<file path="config.mk">
export PLATFORM = sky130hd
export DESIGN_NAME = dmace_top
export DESIGN_NICKNAME = d
export VERILOG_FILES = /design/src/hdl/dmace_channel.v /design/src/hdl/dmace_top.v
export VERILOG_INCLUDE_DIRS = /design/src /design/src/hdl
export SDC_FILE = /design/constraint.sdc
export NUM_CORES = 1
export LEC_CHECK = 0
export ABC_AREA = 0
export BUFFER_PORTS_ARGS = -buffer_cell sky130_fd_sc_hd__buf_2
export CORE_ASPECT_RATIO = 0.7
export CORE_MARGIN = 4
export CORE_UTILIZATION = 37
export CTS_CLUSTER_SIZE = 25
export DETAILED_ROUTE_END_ITERATION = 6
export GPL_TIMING_DRIVEN = 0
export HOLD_SLACK_MARGIN = 0.05
export PLACE_DENSITY = 0.56
export SYNTH_ARGS = -nofsm -noshare
export SYNTH_HDL_FRONTEND = slang
export SYNTH_SLANG_ARGS = --single-unit
</file>
<file path="constraint.sdc">
create_clock -name sys_clk -period 2.6 [get_ports sys_clk]
set_input_delay 0.52 -clock sys_clk [delete_from_list [all_inputs] [get_ports sys_clk]]
set_output_delay 0.52 -clock sys_clk [all_outputs]
set_load 0.02 [all_outputs]
</file>
<file path="src/hdl/dmace_regs.vh">
// Register offsets, field positions, reset values and encodings of the DMA channel control block.
`ifndef DMACE_REGS_VH
`define DMACE_REGS_VH
`define DMACE_OFF_OPERATION 4'h0
`define DMACE_OFF_CHCR0 4'h1
`define DMACE_OFF_CHCR1 4'h2
`define DMACE_OFF_TCR0 4'h3
`define DMACE_OFF_TCR1 4'h4
`define DMACE_OFF_STATUS 4'h5
`define DMACE_BIT_CE 0
`define DMACE_BIT_TE 1
`define DMACE_BIT_IE 2
`define DMACE_BIT_TS_LO 3
`define DMACE_BIT_TS_HI 4
`define DMACE_BIT_RS_LO 8
`define DMACE_BIT_RS_HI 11
`define DMACE_BIT_ME 0
`define DMACE_BIT_NMI_FLAG 1
`define DMACE_BIT_AE 2
`define DMACE_RS_AUTO 4'h4
`define DMACE_RST_OPERATION 16'h0000
`define DMACE_RST_CHANNEL_CONTROL_REG 32'h00000000
`define DMACE_RST_TCR 24'h000000
`endif

</file>
<file path="src/hdl/dmace_channel.v">
// One DMA channel: transfer-end flag, read-before-clear record, count and request handling.
`default_nettype none
`include "dmace_regs.vh"
module dmace_channel (
  input wire sys_clk,
  input wire arst_n,
  input wire standby,
  input wire global_ok,
  input wire [31:0] channel_control_reg_q,
  input wire tcr_wr,
  input wire [23:0] tcr_wdata,
  input wire channel_control_reg_rd,
  input wire channel_control_reg_wr,
  input wire te_wdata,
  input wire periph_req,
  input wire grant,
  input wire unit_done,
  output reg te_q,
  output reg [23:0] count_q,
  output wire want,
  output reg end_irq_q
);
  reg te_seen_q;
  reg pend_q;
  wire ce = channel_control_reg_q[`DMACE_BIT_CE];
  wire auto = channel_control_reg_q[`DMACE_BIT_RS_HI:`DMACE_BIT_RS_LO] == `DMACE_RS_AUTO;
  // Transfer allowed only with the channel enabled, flag clear and global conditions met.
  wire enabled = ce && !te_q && global_ok;
  wire last = count_q == 24'h000001;
  // Auto-request is always pending; peripheral requests are latched only after enable is set.
  assign want = enabled && (auto || pend_q);
  // Latch peripheral requests that arrive while enabled; drop them on any disable.
  always @(posedge sys_clk or negedge arst_n) begin
    if (!arst_n) begin
      pend_q <= 1'b0;
    end else if (standby || !enabled || auto) begin
      pend_q <= 1'b0;
    end else if (periph_req) begin
      pend_q <= 1'b1;
    end else if (grant) begin
      pend_q <= 1'b0;
    end
  end
  // Count, transfer-end flag and its read record; the hardware set wins over a software clear.
  always @(posedge sys_clk or negedge arst_n) begin
    if (!arst_n) begin
      count_q <= 24'h000000;
      te_q <= 1'b0;
      te_seen_q <= 1'b0;
      end_irq_q <= 1'b0;
    end else if (standby) begin
      te_q <= 1'b0;
      te_seen_q <= 1'b0;
      end_irq_q <= 1'b0;
    end else begin
      end_irq_q <= 1'b0;
      if (tcr_wr) begin
        count_q <= tcr_wdata;
      end else if (unit_done && enabled) begin
        count_q <= count_q - 24'h000001;
      end
      if (unit_done && enabled && last) begin
        te_q <= 1'b1;
        te_seen_q <= 1'b0;
        end_irq_q <= channel_control_reg_q[`DMACE_BIT_IE];
      end else if (channel_control_reg_wr && !te_wdata && te_seen_q) begin
        te_q <= 1'b0;
        te_seen_q <= 1'b0;
      end else if (channel_control_reg_rd && te_q) begin
        te_seen_q <= 1'b1;
      end
    end
  end
endmodule
`default_nettype wire

</file>
<file path="src/hdl/dmace_top.v">
// Top of the DMA channel-enable and termination block with its Avalon-MM register slave.
//
// Our own choices: the address map and the Avalon-MM interface to the registers.
`default_nettype none
`include "dmace_regs.vh"
module dmace_top (
  input wire sys_clk,
  input wire arst_n,
  input wire standby,
  input wire nmi,
  input wire [1:0] periph_req,
  input wire [3:0] avs_address,
  input wire avs_read,
  input wire avs_write,
  input wire [31:0] avs_writedata,
  output reg [31:0] avs_readdata,
  output reg avs_waitrequest,
  output reg [1:0] bus_req_q,
  output reg [1:0] bus_size_q,
  input wire bus_done,
  input wire bus_addr_err,
  output reg [1:0] end_irq_q
);
  reg [15:0] oper_q;
  reg ae_seen_q;
  reg nmi_flag_seen_q;
  reg [31:0] chcr0_q;
  reg [31:0] chcr1_q;
  reg [1:0] busy_ch_q;
  reg [31:0] rd_d;
  wire [1:0] te;
  wire [1:0] want;
  wire [1:0] irq;
  wire [23:0] cnt0;
  wire [23:0] cnt1;
  wire acc = (avs_read || avs_write) && avs_waitrequest;
  wire rd = avs_read && avs_waitrequest;
  // A write lands only at the edge at which the master sees waitrequest low.
  wire wr = avs_write && !avs_waitrequest;
  wire sel_op = avs_address == `DMACE_OFF_OPERATION;
  wire sel_c0 = avs_address == `DMACE_OFF_CHCR0;
  wire sel_c1 = avs_address == `DMACE_OFF_CHCR1;
  // Global enable: master enable set and neither abort flag raised.
  wire global_ok = oper_q[`DMACE_BIT_ME] && !oper_q[`DMACE_BIT_NMI_FLAG] && !oper_q[`DMACE_BIT_AE];
  wire [1:0] done = {bus_done && busy_ch_q[1] && !bus_addr_err, bus_done && busy_ch_q[0] && !bus_addr_err};
  // Grants as the arbiter takes them: channel 0 first, channel 1 only when channel 0 does not want.
  wire grant0 = busy_ch_q == 2'b00 && want[0];
  wire grant1 = busy_ch_q == 2'b00 && !want[0] && want[1];
  // Each cycle of a request is answered one cycle later: waitrequest drops for exactly one edge.
  always @(posedge sys_clk or negedge arst_n) begin
    if (!arst_n) begin
      avs_waitrequest <= 1'b1;
      avs_readdata <= 32'h00000000;
    end else begin
      avs_waitrequest <= !(acc);
      if (rd) begin
        avs_readdata <= rd_d;
      end
    end
  end
  // Read data mux with unmapped offsets reading zero.
  always @* begin
    if (sel_op) begin
      rd_d = {16'h0000, 13'h0000, oper_q[2:0]};
    end else if (sel_c0) begin
      rd_d = {chcr0_q[31:2], te[0], chcr0_q[0]};
    end else if (sel_c1) begin
      rd_d = {chcr1_q[31:2], te[1], chcr1_q[0]};
    end else if (avs_address == `DMACE_OFF_TCR0) begin
      rd_d = {8'h00, cnt0};
    end else if (avs_address == `DMACE_OFF_TCR1) begin
      rd_d = {8'h00, cnt1};
    end else if (avs_address == `DMACE_OFF_STATUS) begin
      rd_d = {28'h0000000, busy_ch_q, want};
    end else begin
      rd_d = 32'h00000000;
    end
  end
  // Operation register: hardware sets of NMI and address error beat software clears.
  always @(posedge sys_clk or negedge arst_n) begin
    if (!arst_n) begin
      oper_q <= `DMACE_RST_OPERATION;
      ae_seen_q <= 1'b0;
      nmi_flag_seen_q <= 1'b0;
    end else if (standby) begin
      oper_q <= `DMACE_RST_OPERATION;
      ae_seen_q <= 1'b0;
      nmi_flag_seen_q <= 1'b0;
    end else begin
      if (wr && sel_op) begin
        oper_q[`DMACE_BIT_ME] <= avs_writedata[`DMACE_BIT_ME];
      end
      if (bus_addr_err && busy_ch_q != 2'b00) begin
        oper_q[`DMACE_BIT_AE] <= 1'b1;
        ae_seen_q <= 1'b0;
      end else if (wr && sel_op && !avs_writedata[`DMACE_BIT_AE] && ae_seen_q) begin
        oper_q[`DMACE_BIT_AE] <= 1'b0;
        ae_seen_q <= 1'b0;
      end else if (rd && sel_op && oper_q[`DMACE_BIT_AE]) begin
        ae_seen_q <= 1'b1;
      end
      if (nmi) begin
        oper_q[`DMACE_BIT_NMI_FLAG] <= 1'b1;
        nmi_flag_seen_q <= 1'b0;
      end else if (wr && sel_op && !avs_writedata[`DMACE_BIT_NMI_FLAG] && nmi_flag_seen_q) begin
        oper_q[`DMACE_BIT_NMI_FLAG] <= 1'b0;
        nmi_flag_seen_q <= 1'b0;
      end else if (rd && sel_op && oper_q[`DMACE_BIT_NMI_FLAG]) begin
        nmi_flag_seen_q <= 1'b1;
      end
    end
  end
  // Channel control registers; the flag bit of a control write goes to the channel, which also keeps the count.
  always @(posedge sys_clk or negedge arst_n) begin
    if (!arst_n) begin
      chcr0_q <= `DMACE_RST_CHANNEL_CONTROL_REG;
      chcr1_q <= `DMACE_RST_CHANNEL_CONTROL_REG;
    end else if (standby) begin
      chcr0_q <= `DMACE_RST_CHANNEL_CONTROL_REG;
      chcr1_q <= `DMACE_RST_CHANNEL_CONTROL_REG;
    end else if (wr) begin
      if (sel_c0) begin
        chcr0_q <= {avs_writedata[31:2], 1'b0, avs_writedata[0]};
      end else if (sel_c1) begin
        chcr1_q <= {avs_writedata[31:2], 1'b0, avs_writedata[0]};
      end
    end
  end
  // Arbiter: one unit in flight; channel 0 wins; an abort drops the unit in progress.
  always @(posedge sys_clk or negedge arst_n) begin
    if (!arst_n) begin
      busy_ch_q <= 2'b00;
      bus_req_q <= 2'b00;
      bus_size_q <= 2'b00;
      end_irq_q <= 2'b00;
    end else begin
      end_irq_q <= irq;
      if (standby || !global_ok || bus_done || bus_addr_err ||
          (busy_ch_q[0] && !want[0] && !chcr0_q[`DMACE_BIT_CE]) ||
          (busy_ch_q[1] && !want[1] && !chcr1_q[`DMACE_BIT_CE])) begin
        busy_ch_q <= 2'b00;
        bus_req_q <= 2'b00;
      end else if (busy_ch_q == 2'b00 && want[0]) begin
        busy_ch_q <= 2'b01;
        bus_req_q <= 2'b01;
        bus_size_q <= chcr0_q[`DMACE_BIT_TS_HI:`DMACE_BIT_TS_LO];
      end else if (busy_ch_q == 2'b00 && want[1]) begin
        busy_ch_q <= 2'b10;
        bus_req_q <= 2'b10;
        bus_size_q <= chcr1_q[`DMACE_BIT_TS_HI:`DMACE_BIT_TS_LO];
      end
    end
  end
  // Channel 0: flag, count and request handling.
  dmace_channel u_ch0 (
    .sys_clk(sys_clk),
    .arst_n(arst_n),
    .standby(standby),
    .global_ok(global_ok),
    .channel_control_reg_q(chcr0_q),
    .tcr_wr(wr && avs_address == `DMACE_OFF_TCR0),
    .tcr_wdata(avs_writedata[23:0]),
    .channel_control_reg_rd(rd && sel_c0),
    .channel_control_reg_wr(wr && sel_c0),
    .te_wdata(avs_writedata[`DMACE_BIT_TE]),
    .periph_req(periph_req[0]),
    .grant(grant0),
    .unit_done(done[0]),
    .te_q(te[0]),
    .count_q(cnt0),
    .want(want[0]),
    .end_irq_q(irq[0])
  );
  // Channel 1: same logic, served only when channel 0 does not want the bus.
  dmace_channel u_ch1 (
    .sys_clk(sys_clk),
    .arst_n(arst_n),
    .standby(standby),
    .global_ok(global_ok),
    .channel_control_reg_q(chcr1_q),
    .tcr_wr(wr && avs_address == `DMACE_OFF_TCR1),
    .tcr_wdata(avs_writedata[23:0]),
    .channel_control_reg_rd(rd && sel_c1),
    .channel_control_reg_wr(wr && sel_c1),
    .te_wdata(avs_writedata[`DMACE_BIT_TE]),
    .periph_req(periph_req[1]),
    .grant(grant1),
    .unit_done(done[1]),
    .te_q(te[1]),
    .count_q(cnt1),
    .want(want[1]),
    .end_irq_q(irq[1])
  );
endmodule
`default_nettype wire

</file>
==> impl_metrics.toml <==
[timing]
setup_slack_ns = 0.0404
post-route-period-util_pct = 98.4
layout_min_cycle_time_ns = 2.56
max_slew_margin_pct = 12.0
drv_slew = 0
max_slew.worst_pin.slew_ns = 1.30
rsz0062_at_grt = "true"
setup_viol = 0
hold_viol_final = 0
fmax_mhz = 391
fin_hold_ws_ns = 0.246
finalSetupTns_ns = 0
finalClockSkew_ns = 0.00980

[grt]
grt_pass1_wl_microns = 48900
antenna_found_initial = 1
grt_max_degree = 105
use_met3_pct = 6.43
met1_usage_pct = 41.0
grtUsageTotal_pct = 25.5
grt_pass1_vias = 7770
gr-max-usage-layer = "met1"
use_met2_pct = 33.9
grt.overflow.total = 0

[floorplan]
design.core.area_sq_mm = 0.0227
die_h_microns = 135
pin_count = 85
initial_utilization_pct = 37.6
dieArea_sq_mm = 0.0256
row_count = 46
chipWidth_microns = 189

[synthesis]
syn_avg_cell_area_sq_um = 8.65
ys_types = 73
synth_top_family_by_area = "simple AND/OR/NAND/NOR gates"
syn_nets = 1035
ys_ff_latch = 162
yosysSeqAreaShare_pct = 47.6
yosys.area_share.simple_pct = 22.7
synth_xor_area_share_pct = 0
ys_warn_count = 0
synthCells = 985
synthArstFlopShare_pct = 100
synth_mux_area_share_pct = 2.22
synth-edff-count = 0
synth_compound_area_share_pct = 22.6
synth_top_area_share_pct = 47.3
synthFlopType = "dfrtp_1"
synthTopCellsByArea = "dfrtp_1 (47%), nand2_1 (8.0%), a21oi_1 (7.9%), nor2_1 (3.7%), o21ai_0 (3.3%)"
synth_area_leader_cell = "dfrtp_1"
synth_area_sq_mm = 0.00852
synthAdderAreaFrac_pct = 0.587

[power_and_ir_drop]
leakage_uw = 0.00416
peakVddDrop_mv = 0.498
combPwrFrac_pct = 12.1
internal_power_uw = 4210
clkPwrFrac_pct = 42.6
finalPower_uw = 5950
p_seq_share_pct = 45.3
netSwitchingFraction_pct = 29.3
p_per_area_mw_per_mm2 = 593
power_switching_uw = 1750

[clocking]
cts_tree = "built"
clock_sinks = 162
cts_root_buffer = "clkbuf_16"
clk_latency_ns = 0.45
path_clk_slew_ns = 0.07
cts_made_buffers = 17
h-tree-depth = 4
clockBufferDepth = 2
postCtsSetupBuffers = 0

[final_layout]
utilization_pct = 44.3
antenna_cells = 0
drive_gt1_share_pct = 15.8
fill_cells = 2306
area_growth_pct = 17.7
nNetsFinal = 1138

[drt]
dr.pass1.iters = 7
route.detailed.drc = 0
drt_iter0_drc = 1039
ant_nets = 0
viasPerCell = 5.93
num_vias = 8376
wirelength_microns = 32600
wl_per_cell_microns = 23.1

[setup_path]
cp-end-kind = "flop"
startpoint_type = "input port"
path_class = "in -> reg"
path_cells = "buf_2, clkbuf_1, clkbuf_2, mux2_2, a222oi_1, o21ai_0"
rr_worst_depth = 6
worstPathRequired_ns = 2.91
critPathMaxFanout = 10
worst_ep_arrival_time_ns = 2.87
slowest_delay_ns = 0.69
cp_slowest_cell = "a222oi_1"
reg2reg_slack_ns = 0.08

[min_path]
min_delay_path_depth = 2
holdCritPathClass = "in -> reg"

[placed_design]
io_buffers = 82
dp_hpwl_microns = 23600
dp_slack_ns = -0.463
gp_congestion = 0.943

[job]
cap_violations = 0

[run_status]
outcome = "completed"
==> metal layers <==
layer | wire (microns) | part of all wire, %
met4 | 438 | 1.3
met2 | 13200 | 40
met5 | 0 | 0
met1 | 15600 | 48
met3 | 3430 | 10
==> repair_timing <==
item	CTS	global route
setup endpoints to repair	6	56
hold buffers	1	0
endpoints found under the hold margin	58	0
resized for setup	3	18
pin swaps	0	2
==> worst paths after layout <==
path / start / to
max reg2reg: u_ch1.count_q[6]$_DFFE_PN0P_ / u_ch1.count_q[19]$_DFFE_PN0P_
min in group asynchronous: arst_n / avs_readdata[11]$_DFFE_PN0P_
max: avs_address[0] / avs_readdata[14]$_DFFE_PN0P_
max in group asynchronous: arst_n / chcr1_q[17]$_DFFE_PN0P_
min: avs_read / avs_waitrequest$_DFF_PN1_
min reg2reg: u_ch0.end_irq_q$_DFF_PN0_ / end_irq_q[0]$_DFF_PN0_
==> power groups by stage <==
stage / clock (uW) / sequential [uW] / combinational (uW)
after floorplan: 0 / 2770 / 324
after global placement: 0 / 2740 / 692
after detailed placement: 0 / 2740 / 699
after CTS: 2550 / 2690 / 705
after global routing: 2660 / 2710 / 786
final: 2540 / 2700 / 721
==> stage by stage <==
stage                     cell area, sq um  instances
final                                10000       1413
after global routing                 10000       1413
after CTS                             9960       1413
after detailed placement              9360       1380
after global placement                9330       1379
after floorplan                       8520        985
==> flip-flops by register name, summed over array words and instances (netlist names) <==
signal and flops:
u_ch0.count_q 24, bus_size_q 2, nmi_flag_seen_q 1, end_irq_q 2
u_ch0.end_irq_q 1, u_ch1.te_seen_q 1, u_ch1.te_q 1, chcr1_q 31
oper_q 3, u_ch1.count_q 24, u_ch0.te_seen_q 1, u_ch0.te_q 1
avs_waitrequest 1, ae_seen_q 1, u_ch1.pend_q 1, u_ch0.pend_q 1
avs_readdata 32, chcr0_q 31, u_ch1.end_irq_q 1, busy_ch_q 2
==> synth_stat cells (10+ instances only) <==
cell	n
a21oi_1	134
a222oi_1	13
a22oi_1	11
clkbuf_1	56
dfrtp_1	161
inv_1	14
mux2_2	15
nand2_1	181
nand2b_1	10
nand3_1	16
nor2_1	85
nor3_1	24
nor4_1	17
o21ai_0	56
o31ai_1	15
==> layout by cell type (no fill, tap or decap), types with 7 or more instances in the layout <==
master / instances
nor4_1: 13
nor2_1: 84
o31ai_1: 15
a222oi_1: 13
clkbuf_16: 17
o22ai_1: 8
inv_1: 14
nor3_1: 23
nand2b_1: 10
clkbuf_1: 53
nand4_1: 9
nand2_1: 181
mux2_2: 15
a21oi_1: 133
buf_2: 88
nor2b_1: 7
o21ai_0: 56
nand3_1: 16
a221oi_1: 9
a22oi_1: 11
dfrtp_1: 161
==> worst max-delay path, delay by kind of cell <==
kind / cells / cell delay (ns)
compound gates: 2 / 0.84
mux: 1 / 0.42
buf+inv: 3 / 1.09
==> cell type report <==
type                       count  area [sq um]  area share (%)
inverter                      14          52.6           0.524
sequential                   162          4060            40.4
clock inverter                13           126            1.26
buffer                        74           323            3.22
tap                          312           390            3.89
timing repair buffer          84           458            4.56
multi-input combinational    735          4180            41.6
clock buffer                  19           453            4.51
==> cells by family (layout without fill, tap and decap cells) <==
family | after synthesis | count (layout)
and+or+nand+nor | 406 | 406
DFF | 162 | 162
AOI/OAI and AO/OA | 308 | 308
adders and majority gates | 4 | 4
muxes | 17 | 17
buffers and inverters | 88 | 204
Note: power is estimated with default switching activity, not from simulation.
